File: config.mk
export PLATFORM = sky130hd
export DESIGN_NAME = rtdob_bank
export DESIGN_NICKNAME = d
export VERILOG_FILES = /design/src/hdl/rtdob_pkg.sv /design/src/hdl/rtdob_channel.sv /design/src/hdl/rtdob_bank.sv
export VERILOG_INCLUDE_DIRS = /design/src /design/src/hdl
export SDC_FILE = /design/constraint.sdc
export NUM_CORES = 2
export LEC_CHECK = 0
export ABC_CLOCK_PERIOD_IN_PS = 2900
export BUFFER_PORTS_ARGS = -buffer_cell sky130_fd_sc_hd__buf_2
export CORE_AREA = 2 2 455 457
export DETAILED_ROUTE_END_ITERATION = 10
export DIE_AREA = 0 0 457 459
export PLACE_DENSITY = 0.53
export SLEW_MARGIN = 20
export SYNTH_ARGS = -nofsm -noshare
export SYNTH_HDL_FRONTEND = slang
export SYNTH_SLANG_ARGS = --single-unit
File: constraint.sdc
create_clock -name ref_clk -period 2.9 [get_ports ref_clk]
set_input_delay 0.58 -clock ref_clk [delete_from_list [all_inputs] [get_ports ref_clk]]
set_output_delay 0.58 -clock ref_clk [all_outputs]
set_load 0.005 [all_outputs]
File: src/hdl/rtdob_consts.svh
// Object indices, subindices, entry counts, limits and key of the channel object bank
`ifndef RTDOB_CONSTS_SVH
`define RTDOB_CONSTS_SVH

`define RTDOB_IDX_RESTORE   16'h1011
`define RTDOB_IDX_INPUT     16'h6000
`define RTDOB_IDX_INTERNAL  16'h800e
`define RTDOB_IDX_VENDOR    16'h800f
`define RTDOB_IDX_PROFILE   16'hf000
`define RTDOB_IDX_CODE      16'hf008
`define RTDOB_IDX_MODLIST   16'hf010
`define RTDOB_CHAN_MASK     16'hff0f

`define RTDOB_SUB_COUNT     8'h00
`define RTDOB_SUB_BELOW     8'h01
`define RTDOB_SUB_ABOVE     8'h02
`define RTDOB_SUB_ERROR     8'h07
`define RTDOB_SUB_VALIDITY  8'h0f
`define RTDOB_SUB_TOGGLE    8'h10
`define RTDOB_SUB_READING   8'h11
`define RTDOB_SUB_RAW       8'h01
`define RTDOB_SUB_RES       8'h02
`define RTDOB_SUB_OFS_A     8'h01
`define RTDOB_SUB_GAIN_A    8'h02
`define RTDOB_SUB_OFS_B     8'h03
`define RTDOB_SUB_GAIN_B    8'h04
`define RTDOB_SUB_SPACING   8'h01
`define RTDOB_SUB_CHANNELS  8'h02

`define RTDOB_RESTORE_COUNT 8'h01
`define RTDOB_INPUT_COUNT   8'h11
`define RTDOB_INTERNAL_CNT  8'h04
`define RTDOB_VENDOR_COUNT  8'h04
`define RTDOB_PROFILE_COUNT 8'h02
`define RTDOB_SPACING       16'h0010
`define RTDOB_MAX_CHANNELS  8
`define RTDOB_PROFILE_NUM   32'h00000140
`define RTDOB_RESTORE_KEY   32'h64616f6c

`endif

File: src/hdl/rtdob_pkg.sv
// Types shared by the channel object bank
package rtdob_pkg;

	typedef struct packed {
		logic        below;
		logic        above;
		logic        open_circuit;
		logic        invalid;
		logic [15:0] reading;
		logic [31:0] raw;
		logic [15:0] resistance;
	} rtdob_sample_s;

	typedef struct packed {
		logic        below;
		logic        above;
		logic        error;
		logic        validity;
		logic        toggle;
		logic [15:0] reading;
		logic [31:0] raw;
		logic [15:0] resistance;
	} rtdob_status_s;

	typedef struct packed {
		logic [15:0] offset_a;
		logic [15:0] gain_a;
		logic [15:0] offset_b;
		logic [15:0] gain_b;
	} rtdob_calib_s;

endpackage : rtdob_pkg

File: src/hdl/rtdob_channel.sv
// One channel's input objects, captured together on each converter update
module rtdob_channel
(
	input  wire logic                   ref_clk,
	input  wire logic                   sys_rst,
	input  wire logic                   sample_valid,
	input  wire rtdob_pkg::rtdob_sample_s sample,
	output rtdob_pkg::rtdob_status_s    status
);

	// Every field is loaded in the same edge
	always_ff @(posedge ref_clk)
	begin
		if (sys_rst)
		begin
			status <= '0;
		end
		else if (sample_valid)
		begin
			status.below      <= sample.below;
			status.above      <= sample.above | sample.open_circuit;
			status.error      <= sample.invalid | sample.open_circuit;
			status.validity   <= sample.invalid | sample.open_circuit;
			status.toggle     <= ~status.toggle;
			status.reading    <= sample.reading;
			status.raw        <= sample.raw;
			status.resistance <= sample.resistance;
		end
	end
endmodule : rtdob_channel

File: src/hdl/rtdob_bank.sv
// Channel object bank of a multi-channel resistance thermometer input
`include "rtdob_consts.svh"

module rtdob_bank
#(
	parameter int          CHANNELS       = `RTDOB_MAX_CHANNELS,
	parameter logic [15:0] FACTORY_OFFSET = 16'h0000,
	parameter logic [15:0] FACTORY_GAIN   = 16'h4000
)
(
	input  wire logic                     ref_clk,
	input  wire logic                     sys_rst,
	input  wire logic [CHANNELS-1:0]      sample_valid,
	input  wire rtdob_pkg::rtdob_sample_s sample [CHANNELS],
	output rtdob_pkg::rtdob_calib_s       calib [CHANNELS],
	input  wire logic                     od_req,
	input  wire logic                     od_we,
	input  wire logic [15:0]              od_index,
	input  wire logic [7:0]               od_subindex,
	input  wire logic [31:0]              od_wdata,
	output logic                          od_ack,
	output logic                          od_err,
	output logic [31:0]                   od_rdata
);

	generate
		if (CHANNELS < 1 || CHANNELS > `RTDOB_MAX_CHANNELS)
		begin : g_bad_channels
			$error("CHANNELS must lie between 1 and 8");
		end
	endgenerate

	localparam logic [3:0] CH_LIMIT = 4'(CHANNELS);

	rtdob_pkg::rtdob_status_s status [CHANNELS];
	rtdob_pkg::rtdob_status_s sel_status;
	rtdob_pkg::rtdob_calib_s  sel_calib;
	logic [31:0]              restore_defaults_key;
	logic [31:0]              reserved_key_word;
	logic [2:0]               sel_ch;
	logic [31:0]              next_rdata;
	logic                     next_err;
	logic                     wr_ok;
	logic                     restore_hit;

	// True when the index falls in the block of a present channel
	function automatic logic chan_hit(input logic [15:0] idx,
		input logic [15:0] base);
		chan_hit = ((idx & `RTDOB_CHAN_MASK) == base)
			&& !idx[7] && ({1'b0, idx[6:4]} < CH_LIMIT);
	endfunction : chan_hit

	// Widens a one-bit flag to a data word
	function automatic logic [31:0] bit_word(input logic b);
		bit_word = {31'h0, b};
	endfunction : bit_word

	genvar gi;
	generate
		for (gi = 0; gi < CHANNELS; gi++)
		begin : g_chan
			rtdob_channel u_channel
			(
				.ref_clk      (ref_clk),
				.sys_rst      (sys_rst),
				.sample_valid (sample_valid[gi]),
				.sample       (sample[gi]),
				.status       (status[gi])
			);
		end
	endgenerate

	assign sel_ch     = od_index[6:4];
	assign sel_status = status[sel_ch];
	assign sel_calib  = calib[sel_ch];

	// Read data, access errors and write acceptance
	always_comb
	begin
		next_rdata = 32'h00000000;
		next_err   = 1'b0;
		wr_ok      = 1'b0;
		if (od_index == `RTDOB_IDX_RESTORE)
		begin
			unique case (od_subindex)
				`RTDOB_SUB_COUNT:
				begin
					next_rdata = {24'h0, `RTDOB_RESTORE_COUNT};
					next_err   = od_we;
				end
				`RTDOB_SUB_RAW:
				begin
					next_rdata = restore_defaults_key;
					wr_ok      = od_we;
				end
				default:
					next_err = 1'b1;
			endcase
		end
		else if (chan_hit(od_index, `RTDOB_IDX_INPUT))
		begin
			unique case (od_subindex)
				`RTDOB_SUB_COUNT:
					next_rdata = {24'h0, `RTDOB_INPUT_COUNT};
				`RTDOB_SUB_BELOW:
					next_rdata = bit_word(sel_status.below);
				`RTDOB_SUB_ABOVE:
					next_rdata = bit_word(sel_status.above);
				`RTDOB_SUB_ERROR:
					next_rdata = bit_word(sel_status.error);
				`RTDOB_SUB_VALIDITY:
					next_rdata = bit_word(sel_status.validity);
				`RTDOB_SUB_TOGGLE:
					next_rdata = bit_word(sel_status.toggle);
				`RTDOB_SUB_READING:
					next_rdata = {{16{sel_status.reading[15]}},
						sel_status.reading};
				default:
					next_err = 1'b1;
			endcase
			if (od_we)
				next_err = 1'b1;
		end
		else if (chan_hit(od_index, `RTDOB_IDX_INTERNAL))
		begin
			unique case (od_subindex)
				`RTDOB_SUB_COUNT:
					next_rdata = {24'h0, `RTDOB_INTERNAL_CNT};
				`RTDOB_SUB_RAW:
					next_rdata = sel_status.raw;
				`RTDOB_SUB_RES:
					next_rdata = {16'h0, sel_status.resistance};
				default:
					next_err = 1'b1;
			endcase
			if (od_we)
				next_err = 1'b1;
		end
		else if (chan_hit(od_index, `RTDOB_IDX_VENDOR))
		begin
			wr_ok = od_we;
			unique case (od_subindex)
				`RTDOB_SUB_COUNT:
				begin
					next_rdata = {24'h0, `RTDOB_VENDOR_COUNT};
					wr_ok      = 1'b0;
					next_err   = od_we;
				end
				`RTDOB_SUB_OFS_A:
					next_rdata = {{16{sel_calib.offset_a[15]}},
						sel_calib.offset_a};
				`RTDOB_SUB_GAIN_A:
					next_rdata = {16'h0, sel_calib.gain_a};
				`RTDOB_SUB_OFS_B:
					next_rdata = {{16{sel_calib.offset_b[15]}},
						sel_calib.offset_b};
				`RTDOB_SUB_GAIN_B:
					next_rdata = {16'h0, sel_calib.gain_b};
				default:
				begin
					wr_ok    = 1'b0;
					next_err = 1'b1;
				end
			endcase
		end
		else if (od_index == `RTDOB_IDX_PROFILE)
		begin
			unique case (od_subindex)
				`RTDOB_SUB_COUNT:
					next_rdata = {24'h0, `RTDOB_PROFILE_COUNT};
				`RTDOB_SUB_SPACING:
					next_rdata = {16'h0, `RTDOB_SPACING};
				`RTDOB_SUB_CHANNELS:
					next_rdata = {28'h0, CH_LIMIT};
				default:
					next_err = 1'b1;
			endcase
			if (od_we)
				next_err = 1'b1;
		end
		else if (od_index == `RTDOB_IDX_CODE &&
			od_subindex == `RTDOB_SUB_COUNT)
		begin
			next_rdata = reserved_key_word;
			wr_ok      = od_we;
		end
		else if (od_index == `RTDOB_IDX_MODLIST)
		begin
			if (od_subindex == `RTDOB_SUB_COUNT)
				next_rdata = {28'h0, CH_LIMIT};
			else if (od_subindex <= {4'h0, CH_LIMIT})
				next_rdata = `RTDOB_PROFILE_NUM;
			else
				next_err = 1'b1;
			if (od_we)
				next_err = 1'b1;
		end
		else
		begin
			next_err = 1'b1;
		end
	end

	assign restore_hit = od_req && wr_ok
		&& od_index == `RTDOB_IDX_RESTORE
		&& od_wdata == `RTDOB_RESTORE_KEY;

	// Answer one cycle after each request
	always_ff @(posedge ref_clk)
	begin
		if (sys_rst)
		begin
			od_ack   <= 1'b0;
			od_err   <= 1'b0;
			od_rdata <= 32'h00000000;
		end
		else
		begin
			od_ack   <= od_req;
			od_err   <= od_req && next_err;
			od_rdata <= od_req && !od_we ? next_rdata : 32'h00000000;
		end
	end

	// Restore entry and reserved key word
	always_ff @(posedge ref_clk)
	begin
		if (sys_rst)
		begin
			restore_defaults_key <= 32'h00000000;
			reserved_key_word    <= 32'h00000000;
		end
		else if (od_req && wr_ok)
		begin
			if (od_index == `RTDOB_IDX_RESTORE)
				restore_defaults_key <= od_wdata;
			else if (od_index == `RTDOB_IDX_CODE)
				reserved_key_word <= od_wdata;
		end
	end

	// Factory calibration per channel, restored by the key
	generate
		for (gi = 0; gi < CHANNELS; gi++)
		begin : g_calib
			always_ff @(posedge ref_clk)
			begin
				if (sys_rst || restore_hit)
				begin
					calib[gi] <= {FACTORY_OFFSET, FACTORY_GAIN,
						FACTORY_OFFSET, FACTORY_GAIN};
				end
				else if (od_req && wr_ok && sel_ch == 3'(gi)
					&& chan_hit(od_index, `RTDOB_IDX_VENDOR))
				begin
					unique case (od_subindex)
						`RTDOB_SUB_OFS_A:
							calib[gi].offset_a <= od_wdata[15:0];
						`RTDOB_SUB_GAIN_A:
							calib[gi].gain_a <= od_wdata[15:0];
						`RTDOB_SUB_OFS_B:
							calib[gi].offset_b <= od_wdata[15:0];
						`RTDOB_SUB_GAIN_B:
							calib[gi].gain_b <= od_wdata[15:0];
						default:
							calib[gi] <= calib[gi];
					endcase
				end
			end
		end
	endgenerate
endmodule : rtdob_bank

==> results.md <==
- Critical path class: primary input to flop
- Switch share: between 20% and 30%
- Register area: approximately 23000 um^2
- Via Count: 48170
- Die W: around 460 um
- Hold crit path type: primary input to flop
- Clock power frac: 46.8%
- Non-filler cells, final: 9463
- Synthesized Nets: around 5400
- Maximum fanout along the worst path: 8
- Leading area contributor after synthesis: dfxtp_1
- YS warnings: 0
- Reg-to-Reg Start: calib[76]
- Vias per std cell: roughly 5.1
- Die Y: around 460 um
- Routability cong.: ~1
- Fmax: ~350 MHz
- Total gr overflow: 0
- Drt pass-1 iters: 8
- Arr. time, crit path: approximately 3.6 ns
- Peak supply drop: approximately 0.62 mV
- I/O pins: approximately 1200
- Internal power: 28.83 mW
- All-Layer GR Usage: between 20% and 30%
- Register area share after synthesis: around 48%
- Yosys top cell area share: 48.20%
- Final setup viols: 0
- Syn_area_per_cell: just under 10 um^2
- Final ANT Viol Nets: 0
- CP required: about 3.7 ns
- RSZ-0062 raised after global routing: false
- CTS tree: done
- Max Cap Viol: 0
- DP Wirelength: approximately 220000 um
- Pleak: between 20 and 30 nW
- Largest net degree at the start of global routing: roughly 160
- Initial DRC count: 5126
- Placement Setup Slack: -0.6777 ns
- EDFF count, synth: 0
- First-pass GRT wire length: 383400 um
- Slew @ Worst Pin: 1.045 ns
- # nets final: between 7000 and 8000
- Status: finished clean
- # rows: roughly 170
- Final hold slack: approximately 0.047 ns
- Fin worst setup slack: approximately 0.044 ns
- Reg clk slew, reported paths: ~0.060 ns
- Tmin final: around 2.9 ns
- Worst-case clock skew: between 0.02 and 0.03 ns
- CTS buffer count: 140
- Area occupied by multi-input gates: ~23000 um^2
- Worst setup path endpoint: od_rdata[15]
- Max Root-Sink Buffers: 3
- Root Buffer: clkbuf_16
- Fin crit share: 98.49%
- Finished Cell Area: around 70000 um^2
- Layout area overhead: 45.65%
- Top post-synthesis cells by area: dfxtp_1 48%, mux2i_1 12%, mux4_2 11%
- Vias in the first global route: 45810
- Clock sinks: roughly 1200
- Final Hold Vio Count: 0
- Post-placement cell area: 60050 um^2
- Placed Cells: approximately 8700
- Post-CTS sizing: 0
- Reg2reg end: od_rdata[12]
- CTS H-Tree Depth: 4
- Synth Flop Type: dfxtp_1
- Synth unique cells: between 60 and 70
- FF+latch count, synth: 1154
- Netlist Area Pre-Place: ~48000 um^2
- Die ar.: about 210000 um^2
- Slew Limit Fails: 0
- Net Sw Power: ~10 mW
- Power Dens Cells: 560.9 nW/um^2
- Initial Util: approximately a quarter
- Clk_lat worst skew: between 0.8 and 0.9 ns
- Core area: between 200000 and 250000 um^2
- Async set-reset flop share out of synthesis: 0%
- Rel. slew slack: between 20 and 30%
- # fillers: 21000
- Final WL: about 290000 um
- Drt drc: 0
- Worst Setup End Kind: flop
- CP Launch Type: primary input
- Share of cells above drive strength 1: a little under a third
- Combinational share of power: 10.8%
- Flop pwr share: between 40% and 50%
- R2R setup slack: about 0.060 ns
- Average wire per standard cell: ~30 um
- Initial antenna violation count: 86
- Critical path origin: od_subindex[7]
- Buffers added on ports: between 1000 and 1500
- R2R cell count: 7
- Cells after synthesis: 4830
-- sequential cells by signal, indices dropped and copies added, names as in the netlist --
signal and cells:
od_ack 1, od_rdata 32, g_chan.u_channel.status 544, calib 512, od_err 1, reserved_key_word 32
restore_defaults_key 32
-- power groups by stage --
stage | sequential (mW) | clock [mW] | combinational (mW)
2_1_floorplan | 16.8 | 0 | 1.84
3_3_place_gp | 16.9 | 0 | 3.57
3_5_place_dp | 17.0 | 0 | 3.61
4_1_cts | 16.6 | 18.6 | 4.21
5_1_grt | 16.6 | 19.2 | 4.47
6_report | 16.6 | 18.3 | 4.24
-- layer usage --
layer / routed length [um] / GRT usage [%] / vias up
met3: 29320 / 8.241 / 545
met5: 155 / 0 / -
li1: - / - / 21160
met4: 15770 / 12.89 / 24
met2: 123500 / 39.65 / 2678
met1: 117000 / 33.40 / 23760
-- per-stage QoR --
| stage | total power, mW | util, % | TNS (ns) |
|---|---|---|---|
| 2_1_floorplan | 18.65 | - | -0.4207 |
| 3_3_place_gp | 20.50 | 29.21 | -197.64 |
| 3_5_place_dp | 20.56 | 29.21 | -212.70 |
| 4_1_cts | 39.41 | 33.89 | 0 |
| 5_1_grt | 40.28 | 33.92 | 0 |
| 6_report | 39.16 | 33.95 | 0 |
-- logic make-up after synthesis --
group	share of synthesized area, %
flip-flops	48.20
multiplexers	23.59
buffers and inverters	3.944
XOR/XNOR	0.1462
AO/OA/AOI/OAI	9.875
AND/OR/NAND/NOR	14.25
-- cells in the mapped netlist (all sizes together), types with 7 or more instances --
cell type / instances
a221oi: 35
nand2: 266
buf: 159
a22oi: 32
o22ai: 26
nand3: 504
and3: 9
mux2i: 585
a22o: 7
and2: 7
xnor2: 8
nand2b: 15
mux2: 14
nand4: 43
clkbuf: 315
o221ai: 10
a21oi: 135
o32ai: 10
nor2: 607
mux4: 235
nor2b: 7
dfxtp: 1154
a222oi: 16
nor3: 32
a211oi: 8
o21ai: 511
-- cell usage in the layout, fill, tap and decap left out, drive strengths merged, types with 6 or more instances in the layout --
master,instances
bufinv,8
a221oi,35
inv,8
o22ai,26
a222oi,16
dfxtp,1154
nor2b,7
dlygate4sd3,488
a211oi,8
mux2i,585
a22oi,32
a21oi,135
clkbuf,200
nor4b,6
nand2,266
nand2b,15
a22o,7
diode,56
mux2,14
clkinv,27
and3,9
nor3,32
o211ai,6
nor2,607
or2,6
and2,7
mux4,235
o32ai,10
o221ai,10
o21ai,511
xnor2,8
nand4,43
buf,1614
nand3,504
-- how the worst min path moves through the flow --
stage | start | end | cells past startpoint
after global placement | reserved_key_word[19] | reserved_key_word[19] | 2
after global routing | sample[121] | g_chan[6].u_channel.status[53] | 3
after CTS | sample[453] | g_chan[1].u_channel.status[45] | 3
after detailed placement | reserved_key_word[19] | reserved_key_word[19] | 2
after floorplan | reserved_key_word[1] | reserved_key_word[1] | 2
final | sample[453] | g_chan[1].u_channel.status[45] | 3
-- cell type report --
class	instances	share of cell area [%]
clock buffer	200	5.816
timing repair buffer	2102	22.08
multi-input combinational	3199	32.98
tap	2704	4.846
inverter	3	0.01971
sequential	1154	33.09
antenna	56	0.2007
clock inverter	45	0.9642
-- what timing repair did --
| action | 4_1_cts | 5_1_grt |
|---|---|---|
| buffers inserted | 0 | 0 |
| hold buffers | 488 | 0 |
| endpoints found under the hold margin | 488 | 0 |
-- critical path, cell delays in order --
cell and delay [ns]:
buf_2 0.11, buf_4 0.13, or4_4 0.56, buf_4 0.21, nor3_2 0.70, buf_12 0.23
a22oi_1 0.09, o21ai_0 0.13, nand3b_1 0.26, buf_4 0.15, a221oi_1 0.06, o32ai_1 0.24
buf_4 0.15
No activity file was read; power rests on OpenSTA's default activity.
